===== src/core/sgwr_map.vh =====
// Array geometry, address pin bits, mode field layout and codes, and timing constants for the write path
`ifndef SGWR_MAP_VH
`define SGWR_MAP_VH

// Array geometry
`define SGWR_DQ_W 32
`define SGWR_ADDR_W 10
`define SGWR_COL_W 8
`define SGWR_LANES 4
`define SGWR_LANE_W 8
`define SGWR_BLK_W 5
`define SGWR_BLK_LSB 3
`define SGWR_BLK_OFS_W 3
`define SGWR_MR_W 10

// Address pins with a fixed meaning
`define SGWR_AP_BIT 9
`define SGWR_PREALL_BIT 9
`define SGWR_SR_COLOR_BIT 6
`define SGWR_SR_MASK_BIT 5

// Mode register layout (bit 9 holds the bank select pin)
`define SGWR_MR_BL_LSB 0
`define SGWR_MR_BL_W 3
`define SGWR_MR_ILV_BIT 3
`define SGWR_MR_CL_LSB 4
`define SGWR_MR_CL_W 3
`define SGWR_MR_TM_LSB 7
`define SGWR_MR_TM_W 2
`define SGWR_MR_SW_BIT 9
`define SGWR_MR_RST 10'h000

// Burst length codes
`define SGWR_BL_1 3'h0
`define SGWR_BL_2 3'h1
`define SGWR_BL_4 3'h2
`define SGWR_BL_8 3'h3
`define SGWR_BL_FULL 3'h7

// Last beat index per burst length
`define SGWR_LAST_1 8'h00
`define SGWR_LAST_2 8'h01
`define SGWR_LAST_4 8'h03
`define SGWR_LAST_8 8'h07

// Column latency codes
`define SGWR_CL_1 3'h1
`define SGWR_CL_2 3'h2
`define SGWR_CL_3 3'h3

// Timing in ns and the clock period
`define SGWR_CLK_NS 10
`define SGWR_WR_NS 15
`define SGWR_BPL_NS 20
`define SGWR_TMR_W 4

`endif


===== src/core/sgwr_mode_reg.v =====
// Operating mode register with field decode
`timescale 1ns/1ps
`default_nettype none
`include "sgwr_map.vh"

module sgwr_mode_reg (
    input wire i_sys_clk,                         // System clock
    input wire i_rstn,                            // Sync reset, active low
    input wire i_load,                            // Mode register set taken
    input wire [`SGWR_MR_W-1:0] i_data,           // Bank select and A8..A0
    output wire [`SGWR_MR_W-1:0] o_mode,          // Raw register contents
    output reg [`SGWR_COL_W-1:0] o_last_idx,      // Last beat index
    output wire o_full_page,                      // Full page bursts
    output wire o_interleave,                     // Interleaved order
    output reg [1:0] o_latency,                   // Column latency in clocks
    output wire o_single_write,                   // Burst read single write
    output wire o_bl_reserved,                    // Burst length code reserved
    output wire o_cl_reserved,                    // Latency code reserved
    output wire o_test_mode                       // Test bits not zero
);
    reg [`SGWR_MR_W-1:0] mode_ff;
    wire [`SGWR_MR_BL_W-1:0] bl_code;
    wire [`SGWR_MR_CL_W-1:0] cl_code;

    always @(posedge i_sys_clk) begin
        if (!i_rstn) begin
            mode_ff <= `SGWR_MR_RST;
        end else if (i_load) begin
            mode_ff <= i_data;
        end
    end

    assign o_mode = mode_ff;
    assign bl_code = mode_ff[`SGWR_MR_BL_LSB +: `SGWR_MR_BL_W];
    assign cl_code = mode_ff[`SGWR_MR_CL_LSB +: `SGWR_MR_CL_W];
    assign o_interleave = mode_ff[`SGWR_MR_ILV_BIT];
    assign o_single_write = mode_ff[`SGWR_MR_SW_BIT];
    assign o_full_page = (bl_code == `SGWR_BL_FULL);
    assign o_test_mode = |mode_ff[`SGWR_MR_TM_LSB +: `SGWR_MR_TM_W];

    always @* begin
        case (bl_code)
            `SGWR_BL_1: o_last_idx = `SGWR_LAST_1;
            `SGWR_BL_2: o_last_idx = `SGWR_LAST_2;
            `SGWR_BL_4: o_last_idx = `SGWR_LAST_4;
            `SGWR_BL_8: o_last_idx = `SGWR_LAST_8;
            default: o_last_idx = `SGWR_LAST_1;
        endcase
    end
    assign o_bl_reserved = (bl_code > `SGWR_BL_8) &&
        (bl_code != `SGWR_BL_FULL);

    always @* begin
        case (cl_code)
            `SGWR_CL_1: o_latency = 2'h1;
            `SGWR_CL_2: o_latency = 2'h2;
            `SGWR_CL_3: o_latency = 2'h3;
            default: o_latency = 2'h0;
        endcase
    end
    assign o_cl_reserved = (o_latency == 2'h0);
endmodule
`default_nettype wire


===== src/core/sgwr_col_gen.v =====
// Burst column address generator, sequential or interleaved
`timescale 1ns/1ps
`default_nettype none
`include "sgwr_map.vh"

module sgwr_col_gen (
    input wire [`SGWR_COL_W-1:0] i_start,         // Start column
    input wire [`SGWR_COL_W-1:0] i_idx,           // Beat index
    input wire i_interleave,                      // Interleaved order
    output reg [`SGWR_COL_W-1:0] o_col            // Column of this beat
);
    always @* begin
        if (i_interleave) begin
            o_col = {i_start[`SGWR_COL_W-1:`SGWR_BLK_LSB],
                i_start[`SGWR_BLK_LSB-1:0] ^ i_idx[`SGWR_BLK_LSB-1:0]};
        end else begin
            o_col = i_start + i_idx;
        end
    end
endmodule
`default_nettype wire


===== src/core/sgwr_core.v =====
// Write path of a two-bank graphics DRAM: bursts, block writes, mode register
`timescale 1ns/1ps
`default_nettype none
`include "sgwr_map.vh"

module sgwr_core #(
    parameter WR_NS = `SGWR_WR_NS,                // Write recovery time
    parameter BPL_NS = `SGWR_BPL_NS               // Block write to precharge
) (
    input wire i_sys_clk,                         // System clock
    input wire i_rstn,                            // Sync reset, active low
    input wire i_cs_n,                            // Chip select, active low
    input wire i_ras_n,                           // Row strobe, active low
    input wire i_cas_n,                           // Column strobe, active low
    input wire i_we_n,                            // Write strobe, active low
    input wire i_special_function_select,         // Special function input
    input wire i_bank_select,                     // Bank select
    input wire [`SGWR_ADDR_W-1:0] i_addr,         // Address pins
    input wire [`SGWR_LANES-1:0] i_dqm,           // Byte masks, high masks
    input wire [`SGWR_DQ_W-1:0] i_dq,             // Write data lines
    output reg o_wr_en,                           // Array word write pulse
    output reg o_wr_bank,                         // Bank of the write
    output reg [`SGWR_COL_W-1:0] o_wr_col,        // Column of word write
    output reg [`SGWR_DQ_W-1:0] o_wr_data,        // Data or colour value
    output reg [`SGWR_DQ_W-1:0] o_wr_bit_en,      // Per-bit write enables
    output reg o_blk_wr,                          // Block write pulse
    output reg [`SGWR_BLK_W-1:0] o_blk_addr,      // Block of eight columns
    output reg [`SGWR_DQ_W-1:0] o_blk_col_en,     // Column by lane enables
    output reg o_bank_close,                      // Auto precharge pulse
    output reg o_close_bank,                      // Bank of auto precharge
    output wire o_burst_active,                   // Write burst in progress
    output wire [`SGWR_MR_W-1:0] o_mode,          // Mode register contents
    output wire [1:0] o_latency,                  // Decoded column latency
    output wire o_mode_reserved                   // Reserved or test code set
);
    // Recovery counts round up to whole clocks
    localparam integer WR_RAW = (WR_NS + `SGWR_CLK_NS - 1) / `SGWR_CLK_NS;
    localparam integer BPL_RAW = (BPL_NS + `SGWR_CLK_NS - 1) / `SGWR_CLK_NS;
    // Counts beyond the timer width are not supported
    localparam [`SGWR_TMR_W-1:0] WR_CYC = WR_RAW[`SGWR_TMR_W-1:0];
    localparam [`SGWR_TMR_W-1:0] BPL_CYC = BPL_RAW[`SGWR_TMR_W-1:0];

    // Command decode, all pins are on this clock
    wire sel = ~i_cs_n;
    wire special_function_select = i_special_function_select;
    wire is_act = sel & ~i_ras_n & i_cas_n & i_we_n;
    wire is_pre = sel & ~i_ras_n & i_cas_n & ~i_we_n;
    wire is_rd = sel & i_ras_n & ~i_cas_n & i_we_n & ~special_function_select;
    wire is_wr = sel & i_ras_n & ~i_cas_n & ~i_we_n & ~special_function_select;
    wire is_bw = sel & i_ras_n & ~i_cas_n & ~i_we_n & special_function_select;
    wire is_mrs = sel & ~i_ras_n & ~i_cas_n & ~i_we_n & ~special_function_select;
    wire is_smrs = sel & ~i_ras_n & ~i_cas_n & ~i_we_n & special_function_select;
    wire is_bst = sel & i_ras_n & i_cas_n & ~i_we_n & ~special_function_select;

    // Mode register
    wire [`SGWR_COL_W-1:0] mr_last;
    wire mr_full;
    wire mr_ilv;
    wire mr_single;
    wire mr_bl_res;
    wire mr_cl_res;
    wire mr_test;

    sgwr_mode_reg u_mode (
        .i_sys_clk(i_sys_clk),
        .i_rstn(i_rstn),
        .i_load(is_mrs),
        .i_data({i_bank_select, i_addr[`SGWR_MR_W-2:0]}),
        .o_mode(o_mode),
        .o_last_idx(mr_last),
        .o_full_page(mr_full),
        .o_interleave(mr_ilv),
        .o_latency(o_latency),
        .o_single_write(mr_single),
        .o_bl_reserved(mr_bl_res),
        .o_cl_reserved(mr_cl_res),
        .o_test_mode(mr_test)
    );
    assign o_mode_reserved = mr_bl_res | mr_cl_res | mr_test;

    // Colour, bit mask and per-bank masked-row flags
    reg [`SGWR_DQ_W-1:0] color_ff;
    reg [`SGWR_DQ_W-1:0] mask_ff;
    reg [1:0] mwe_ff;

    always @(posedge i_sys_clk) begin
        if (!i_rstn) begin
            color_ff <= 32'h00000000;
            mask_ff <= 32'hffffffff;
            mwe_ff <= 2'h0;
        end else begin
            if (is_smrs && i_addr[`SGWR_SR_COLOR_BIT] &&
                    !i_addr[`SGWR_SR_MASK_BIT]) begin
                color_ff <= i_dq;
            end
            if (is_smrs && i_addr[`SGWR_SR_MASK_BIT] &&
                    !i_addr[`SGWR_SR_COLOR_BIT]) begin
                mask_ff <= i_dq;
            end
            if (is_act) begin
                mwe_ff[i_bank_select] <= special_function_select;
            end
        end
    end

    // Write burst state
    reg wb_act_ff;
    reg wb_bank_ff;
    reg [`SGWR_COL_W-1:0] wb_start_ff;
    reg [`SGWR_COL_W-1:0] wb_idx_ff;
    reg [`SGWR_COL_W-1:0] wb_last_ff;
    reg wb_full_ff;
    reg wb_ilv_ff;
    reg wb_ap_ff;
    assign o_burst_active = wb_act_ff;

    // Single word in single write mode
    wire [`SGWR_COL_W-1:0] cmd_last = mr_single ? `SGWR_LAST_1 : mr_last;
    wire cmd_full = mr_full & ~mr_single;
    // Read, precharge, burst stop, block write and mode register set commands end the burst; activate does not
    wire wb_stop = is_rd | is_pre | is_bst | is_bw | is_mrs | is_smrs;
    wire wb_beat = wb_act_ff & ~wb_stop & ~is_wr;
    wire beat = is_wr | wb_beat;
    wire beat_bank = is_wr ? i_bank_select : wb_bank_ff;
    wire beat_last = is_wr ? (cmd_last == `SGWR_LAST_1) && !cmd_full :
        (wb_idx_ff == wb_last_ff) && !wb_full_ff;
    wire beat_ap = is_wr ? i_addr[`SGWR_AP_BIT] : wb_ap_ff;

    wire [`SGWR_COL_W-1:0] cg_start = is_wr ? i_addr[`SGWR_COL_W-1:0] :
        wb_start_ff;
    wire [`SGWR_COL_W-1:0] cg_idx = is_wr ? 8'h00 : wb_idx_ff;
    wire cg_ilv = is_wr ? mr_ilv : wb_ilv_ff;
    wire [`SGWR_COL_W-1:0] beat_col;

    sgwr_col_gen u_col (
        .i_start(cg_start),
        .i_idx(cg_idx),
        .i_interleave(cg_ilv),
        .o_col(beat_col)
    );

    always @(posedge i_sys_clk) begin
        if (!i_rstn) begin
            wb_act_ff <= 1'b0;
            wb_bank_ff <= 1'b0;
            wb_start_ff <= 8'h00;
            wb_idx_ff <= 8'h00;
            wb_last_ff <= 8'h00;
            wb_full_ff <= 1'b0;
            wb_ilv_ff <= 1'b0;
            wb_ap_ff <= 1'b0;
        end else if (is_wr) begin
            // First beat is taken with the command itself
            wb_act_ff <= ~beat_last;
            wb_bank_ff <= i_bank_select;
            wb_start_ff <= i_addr[`SGWR_COL_W-1:0];
            wb_idx_ff <= 8'h01;
            wb_last_ff <= cmd_last;
            wb_full_ff <= cmd_full;
            wb_ilv_ff <= mr_ilv;
            wb_ap_ff <= i_addr[`SGWR_AP_BIT];
        end else if (wb_stop) begin
            wb_act_ff <= 1'b0;
        end else if (wb_act_ff) begin
            wb_act_ff <= ~beat_last;
            // Full page wraps through the 8-bit index until a stopping command
            wb_idx_ff <= wb_idx_ff + 8'h01;
        end
    end

    // Byte masks expanded per bit, then gated by the bit mask on masked rows
    wire [`SGWR_DQ_W-1:0] byte_en;
    genvar gb;
    generate
        for (gb = 0; gb < `SGWR_LANES; gb = gb + 1) begin : g_lane
            assign byte_en[gb*`SGWR_LANE_W +: `SGWR_LANE_W] =
                {`SGWR_LANE_W{~i_dqm[gb]}};
        end
    endgenerate
    wire bit_bank = is_bw ? i_bank_select : beat_bank;
    // Mask register only on masked rows
    wire [`SGWR_DQ_W-1:0] bit_en = byte_en &
        (mwe_ff[bit_bank] ? mask_ff : 32'hffffffff);

    // Word and block write outputs toward the array
    always @(posedge i_sys_clk) begin
        if (!i_rstn) begin
            o_wr_en <= 1'b0;
            o_wr_bank <= 1'b0;
            o_wr_col <= 8'h00;
            o_wr_data <= 32'h00000000;
            o_wr_bit_en <= 32'h00000000;
            o_blk_wr <= 1'b0;
            o_blk_addr <= 5'h00;
            o_blk_col_en <= 32'h00000000;
        end else begin
            o_wr_en <= beat;
            o_blk_wr <= is_bw;
            if (beat) begin
                o_wr_bank <= beat_bank;
                o_wr_col <= beat_col;
                o_wr_data <= i_dq;
                o_wr_bit_en <= bit_en;
            end else if (is_bw) begin
                o_wr_bank <= i_bank_select;
                o_wr_data <= color_ff;
                o_wr_bit_en <= bit_en;
                o_blk_addr <= i_addr[`SGWR_COL_W-1:`SGWR_BLK_LSB];
                // Line 8b+k enables column k, lane b
                o_blk_col_en <= i_dq;
            end
        end
    end

    // Auto precharge timer; one pending close at a time, later one wins
    reg [`SGWR_TMR_W-1:0] ap_cnt_ff;
    reg ap_pend_ff;
    reg ap_bank_ff;
    // Fixed bursts with A9 close the bank
    wire ap_wr_start = beat & beat_last & beat_ap;
    // Block write with A9 closes after block time
    wire ap_bw_start = is_bw & i_addr[`SGWR_AP_BIT];

    always @(posedge i_sys_clk) begin
        if (!i_rstn) begin
            ap_cnt_ff <= 4'h0;
            ap_pend_ff <= 1'b0;
            ap_bank_ff <= 1'b0;
            o_bank_close <= 1'b0;
            o_close_bank <= 1'b0;
        end else begin
            o_bank_close <= 1'b0;
            if (ap_bw_start) begin
                ap_pend_ff <= 1'b1;
                ap_cnt_ff <= BPL_CYC;
                ap_bank_ff <= i_bank_select;
            end else if (ap_wr_start) begin
                ap_pend_ff <= 1'b1;
                ap_cnt_ff <= WR_CYC;
                ap_bank_ff <= beat_bank;
            end else if (ap_pend_ff) begin
                if (ap_cnt_ff <= 4'h1) begin
                    ap_pend_ff <= 1'b0;
                    o_bank_close <= 1'b1;
                    o_close_bank <= ap_bank_ff;
                end else begin
                    ap_cnt_ff <= ap_cnt_ff - 4'h1;
                end
            end
        end
    end
endmodule
`default_nettype wire


===== config.mk =====
export PLATFORM = sky130hd
export DESIGN_NAME = sgwr_core
export DESIGN_NICKNAME = d
export VERILOG_FILES = /design/src/core/sgwr_mode_reg.v /design/src/core/sgwr_col_gen.v /design/src/core/sgwr_core.v
export VERILOG_INCLUDE_DIRS = /design/src /design/src/core
export SDC_FILE = /design/constraint.sdc
export NUM_CORES = 1
export LEC_CHECK = 0
export BUFFER_PORTS_ARGS = -buffer_cell sky130_fd_sc_hd__buf_2
export CORE_UTILIZATION = 58
export DETAILED_ROUTE_END_ITERATION = 12
export PLACE_DENSITY = 0.84
export SYNTH_ARGS = -nofsm -noshare
export SYNTH_HDL_FRONTEND = slang
export SYNTH_SLANG_ARGS = --single-unit

===== constraint.sdc =====
create_clock -name i_sys_clk -period 12.15 [get_ports i_sys_clk]
set_input_delay 2.43 -clock i_sys_clk [delete_from_list [all_inputs] [get_ports i_sys_clk]]
set_output_delay 2.43 -clock i_sys_clk [all_outputs]
set_load 0.05 [all_outputs]

Word level (Yosys, flattened, before mapping)
Index checks and enable logic that the tools add are counted.
{"block": "op_classes", "addsub": 3, "multipliers": 0, "div": 0, "magnitude_cmp": 5, "eq_ne": 11, "shifts": 0, "mux": 40, "bitwise": 53, "n_reduce_logical": 28}
{"operator": "$mux W32", "count": 5}
{"operator": "$and A32 B32 Y32", "count": 1}
{"operator": "$mux W8", "count": 4}
{"operator": "$and A1 B1 Y1", "count": 24}
{"operator": "$mux W1", "count": 23}
{"operator": "$not A1 Y1", "count": 19}
{"operator": "$eq A3 B2 Y1 const B", "count": 4}
{"operator": "$reduce_and A2 Y1", "count": 5}
{"operator": "$pmux W3 S3", "count": 1}
{"operator": "$add A8 B1 Y8 const B", "count": 1}
{"operator": "$add A8 B8 Y8", "count": 1}
{"operator": "$eq A8 B8 Y1", "count": 1}
{"operator": "$logic_and A1 B1 Y1", "count": 8}
{"operator": "$logic_not A8 Y1", "count": 1}
{"operator": "$mux W2", "count": 4}
{"operator": "$or A1 B1 Y1", "count": 8}
{"operator": "$eq A3 B1 Y1 const B", "count": 2}
{"operator": "$ne A3 B3 Y1 const B", "count": 2}
{"operator": "$pmux W2 S3", "count": 1}
{"operator": "$reduce_bool A2 Y1", "count": 3}
{"operator": "$le A4 B1 Y1 const B", "count": 1}
{"operator": "$logic_not A1 Y1", "count": 4}
{"operator": "$lt A1 B2 Y1 const B", "count": 2}
{"operator": "$reduce_and A4 Y1", "count": 1}
{"operator": "other kinds (13)", "count": 14}
{"block": "totals", "ff_bits": 225, "latchBits": 0, "ram_bits": 0, "romBits": 0, "in_bits": 54, "output_inout_bits": 128, "mem_count": 0}

Longest topological paths before layout
{"block": "logic_depth", "depth_word": 18, "mapped_depth": 17}

Hierarchy
A second synthesis with hierarchy kept.
{"block": "unflattened", "cells_unflattened": 1112, "area_unflattened_um2": 9073.7}
{"module": "sgwr_core", "instances": 1, "cells_each": 1005, "area_each_um2": 8175.3}
{"module": "sgwr_mode_reg", "instances": 1, "cells_each": 50, "area_each_um2": 490.5}
{"module": "sgwr_col_gen", "instances": 1, "cells_each": 57, "area_each_um2": 407.9}

Least setup slack after synthesis
OpenSTA, ideal clock, no wires.
{"block": "synth_timing", "path_kind": "input to register", "start": "in i_we_n", "end": "reg o_wr_col[7]", "arrival_ns": 5.413, "required_ns": 12.066, "path_slack_ns": 6.653, "path_stages": 14, "path_cell_list": "buf_6 or4b_4 or2_1 buf_6 buf_2 clkbuf_1 and2_1 ha_1 a21o_1 a21oi_1 a21oi_1 or3_1 and4_4 o31ai_2"}
{"block": "synth_via", "elab_chain_cells": 11, "word_cells_on_any_way": 27}
{"item": "start, declared", "line_no": "sgwr_core.v:15", "source": "input wire i_we_n,"}
{"item": "$and A1 B1 Y1 / $not A1 Y1 (equally long branches)"}
{"item": "$and A1 B1 Y1, on equally long branches", "line_no": "sgwr_core.v:48, sgwr_core.v:47, sgwr_core.v:53"}
{"item": "$or A1 B1 Y1 / $and A1 B1 Y1 (equally long branches)", "line_no": "sgwr_core.v:121, sgwr_core.v:53"}
{"item": "$or A1 B1 Y1 (4 in series)", "line_no": "sgwr_core.v:121", "source": "wire wb_stop = is_rd | is_pre | is_bst | is_bw | is_mrs | is_smrs;"}
{"item": "$not A1 Y1 (no source line)"}
{"item": "$and A1 B1 Y1 (2 in series)", "line_no": "sgwr_core.v:122", "source": "wire wb_beat = wb_act_ff & ~wb_stop & ~is_wr;"}
{"item": "$or A1 B1 Y1", "line_no": "sgwr_core.v:123", "source": "wire beat = is_wr | wb_beat;"}
{"item": "end signal, assigned", "line_no": "sgwr_core.v:201", "source": "o_wr_col <= beat_col;"}
{"item": "end, declared", "line_no": "sgwr_core.v:23", "source": "output reg [`SGWR_COL_W-1:0] o_wr_col,"}
Several ways; a longest one is shown, not always the timed one.
A chain may end at the register's enable or synchronous reset.

Final worst setup path
{"block": "layout_timing", "start": "in i_we_n", "end": "reg o_wr_col[7]"}
{"block": "layout_via", "word_cells_on_any_way": 27}
{"item": "$not A1 Y1", "line_no": "sgwr_core.v:49", "source": "wire is_wr = sel & i_ras_n & ~i_cas_n & ~i_we_n & ~special_function_select;"}
{"item": "$and A1 B1 Y1 (2 in series)", "line_no": "sgwr_core.v:49"}
{"item": "$mux W8"}
{"item": "via cg_start[1]", "line_no": "sgwr_core.v:129", "source": "wire [`SGWR_COL_W-1:0] cg_start = is_wr ? i_addr[`SGWR_COL_W-1:0] :"}
{"item": "$add A8 B8 Y8", "line_no": "sgwr_col_gen.v:17", "source": "o_col = i_start + i_idx;"}
{"item": "$mux W8", "line_no": "sgwr_col_gen.v:13", "source": "if (i_interleave) begin"}
The timed path passes the listed nets, and every way through them passes these cells.

==> impl_metrics.py <==
metrics = {
    "outcome": {
        "outcome": "finished, final reports clean",
    },
    "cells_and_area": {
        "layout_commonest_cell": "nand2_1",
        "diodes": 0,
        "syn_to_final_growth_pct": 19.5,
        "drive_gt1_share_pct": 20.2,
        "fin_util_pct": 70.9,
        "final_cell_mix": "323 x nand2_1, 220 x dfxtp_1, 181 x buf_2, 115 x a21oi_1, 86 x nor2_1",
        "num-fill-cells": 1177,
        "fin_nets": 1285,
    },
    "logic_synthesis": {
        "avgSynthCellArea_um2": 8.01,
        "syn_nets": 1141,
        "synth_ff_type": "dfxtp_1",
        "ys_async_sr_fraction_pct": 0,
        "yosysWarnings": 0,
        "synth.distinct_cells": 51,
        "ys_ff_latch": 220,
        "synth_edf_count": 0,
        "seq_area_frac_synth_pct": 51.1,
        "syn-cell-area_um2": 8620,
        "synth_cells": 1076,
    },
    "drt": {
        "vias": 7983,
        "route.detailed.drc": 0,
        "drt_iter0_drc": 686,
        "drt_pass1_iterations": 5,
        "ant_nets": 0,
        "routed_wl_mm": 22.4,
        "vias_per_cell": 5.64,
        "detail_route.wl_per_cell_um": 15.8,
    },
    "clock_tree": {
        "clk_latency_ps": 500,
        "clockBufferDepth": 3,
        "tritoncts": "done",
        "cts.clk_slew.worst_paths_ps": 60,
        "cts_sinks": 220,
        "cts-root-buf": "clkbuf_16",
        "cts_resized": 0,
        "holdBufCountCts": 0,
        "htree_levels": 1,
        "post_cts_buffers": 0,
        "numCtsBuffers": 23,
    },
    "timing": {
        "fin_crit_sh_pct": 41.9,
        "slew_headroom_pct": 23.6,
        "drv_slew": 0,
        "worst_pin_slew_ps": 1140,
        "setup-violations-final": 0,
        "min_period_ps": 5090,
        "clock_skew_ps": 8.17,
        "rsz0062_at_grt": "no",
        "timing.hold.ws_ps": 450,
        "max_freq_mhz": 196,
        "tns_ps": 0,
        "setup_slack_ps": 7060,
        "hold_viol": 0,
    },
    "power": {
        "p_leak_nw": 4.48,
        "p_sw_mw": 0.346,
        "pwr-share-seq_pct": 49.5,
        "clock_power_share_pct": 44.3,
        "pwr-share-comb_pct": 6.2,
        "p_per_area_nw_per_um2": 144,
        "peakVddDrop_mv": 0.118,
        "swShare_pct": 23.3,
        "p_int_mw": 1.14,
    },
    "worst_setup_path": {
        "arrival_ps": 5510,
        "reg2regPathDepth": 8,
        "timing.rr.start": "wb_idx_ff[3]$_SDFFE_PP0P_",
        "path_max_fanout": 32,
        "path_cells": "buf_2, or4b_4, or2_1, buf_4, mux2i_1, inv_1, ha_1, a21o_1, nand4_1, a21oi_1, or3_1, and4_4, o31ai_2",
        "worstSetupPathType": "in -> reg",
        "reg2reg_setup_slack_ps": 9910,
        "end_kind": "flop",
        "crit_path_top_delay_cell": "or4b_4",
        "crit_path_max_incr_delay_ps": 570,
        "start_kind": "input pin",
        "required_ps": 12570,
        "critPathBufInv": 3,
        "r2r_end": "o_wr_col[7]$_SDFFE_PN0N_",
        "cp_top_family": "simple AND/OR/NAND/NOR gates",
    },
    "place": {
        "dp.final_hpwl_mm": 14.0,
        "globalplace.congestion": 0.842,
        "dp_slack_ps": 6570,
        "numPortBuffers": 181,
    },
    "hold_path": {
        "min_from": "o_blk_col_en[14]$_SDFFE_PN0P_",
        "min_to": "o_blk_col_en[14]$_SDFFE_PN0P_",
        "hp-class": "reg -> reg",
        "hold_path_depth": 2,
    },
    "global_route": {
        "grt_overflow": 0,
        "grt_pass1_vias": 7252,
        "antenna_found_initial": 0,
        "track_usage_pct": 29.3,
        "grt_max_degree": 84,
        "grt_first_pass_wirelength_mm": 35.5,
    },
    "floorplan": {
        "rows": 44,
        "die_h_um": 124,
        "io_pins": 182,
        "fp.dieW_um": 124,
        "coreArea_um2": 14500,
        "initial_core_util_pct": 59.3,
        "die_area_um2": 15400,
    },
    "run": {
        "cap_violations": 0,
    },
}
[cell type report]
class	instances	area [um2]	area share, %
Sequential cell	220	4400	42.8
Multi-Input combinational cell	768	3890	37.8
Timing Repair Buffer	195	1010	9.82
Clock buffer	32	679	6.60
Tap cell	184	230	2.24
Inverter	12	47.5	0.462
Clock inverter	5	32.5	0.316
[registers in the layout, summed over array words and instances, names as in the netlist, 2 cells and up]
register / count
o_blk_col_en: 32
o_blk_addr: 5
wb_last_ff: 3
u_mode.o_mode: 10
mask_ff: 32
wb_idx_ff: 8
o_wr_data: 32
ap_cnt_ff: 4
o_wr_bit_en: 32
color_ff: 32
mwe_ff: 2
wb_start_ff: 8
o_wr_col: 8
[routing by layer]
layer | vias up | wire length, um | global-route usage, %
met5 | - | 0 | 0
met1 | 3733 | 9500 | 37.7
met3 | 53 | 1580 | 4.53
met2 | 329 | 10800 | 49.8
li1 | 3868 | - | -
met4 | 0 | 595 | 10.4
[worst register-to-register path, stage by stage (launching register included)]
cell     delay [ps]
dfxtp_1         460
and2_1          180
ha_1            270
a21o_1          190
a21oi_1         180
a21oi_1         100
or3_1           390
and4_4          190
o31ai_2         190
[metrics by stage]
stage	instance area, um2	std cells	power [mW]
CTS	10300	1416	1.50
global route	10300	1416	1.53
floorplan	8620	1076	0.809
detailed placement	9590	1379	0.842
global placement	9590	1379	0.841
finish	10300	1416	1.49
[synthesized netlist by cell type (all sizes together), types with 6 or more instances]
master | n | area, um2
and2 | 12 | 77.6
a22oi | 19 | 143
nor2 | 86 | 323
nor4 | 6 | 37.5
a211oi | 6 | 45.0
buf | 13 | 77.6
xor2 | 9 | 78.8
nor3 | 7 | 35.0
a21oi | 116 | 581
clkbuf | 63 | 236
xnor2 | 6 | 52.6
dfxtp | 220 | 4400
a21o | 6 | 45.0
a311oi | 13 | 114
o21ai | 42 | 210
ha | 10 | 125
inv | 12 | 45.0
mux2i | 21 | 214
nand3 | 40 | 200
nand2 | 323 | 1210
[cell families (layout without fill, tap and decap cells)]
logic type      Yosys count  after routing  synth area share, %
compound gates          212            212                 14.2
xor+xnor                 15             15                 1.52
fa+ha+maj                11             11                 1.68
buf+inv                  88            244                 4.17
flops                   220            220                 51.1
mux                      22             22                 2.61
simple gates            508            508                 24.7
[power by group through the flow]
stage | logic, mW | registers, mW | clock network [mW]
final | 0.0917 | 0.736 | 0.659
after global routing | 0.0987 | 0.736 | 0.700
after detailed placement | 0.0911 | 0.751 | 0
after global placement | 0.0902 | 0.751 | 0
after CTS | 0.0916 | 0.736 | 0.669
after floorplan | 0.0334 | 0.775 | 0
[how the worst max path moves through the flow]
stage               slack [ps]   start                       end  cells past startpoint
floorplan                 6650  i_we_n  o_wr_col[7]$_SDFFE_PN0N_                     14
global placement          6620  i_we_n  o_wr_col[7]$_SDFFE_PN0N_                     13
detailed placement        6570  i_we_n  o_wr_col[7]$_SDFFE_PN0N_                     13
CTS                       7080  i_we_n  o_wr_col[7]$_SDFFE_PN0N_                     13
global route              6880  i_we_n  o_wr_col[7]$_SDFFE_PN0N_                     13
finish                    7060  i_we_n  o_wr_col[7]$_SDFFE_PN0N_                     13
Power figures use the tool's default switching activity.
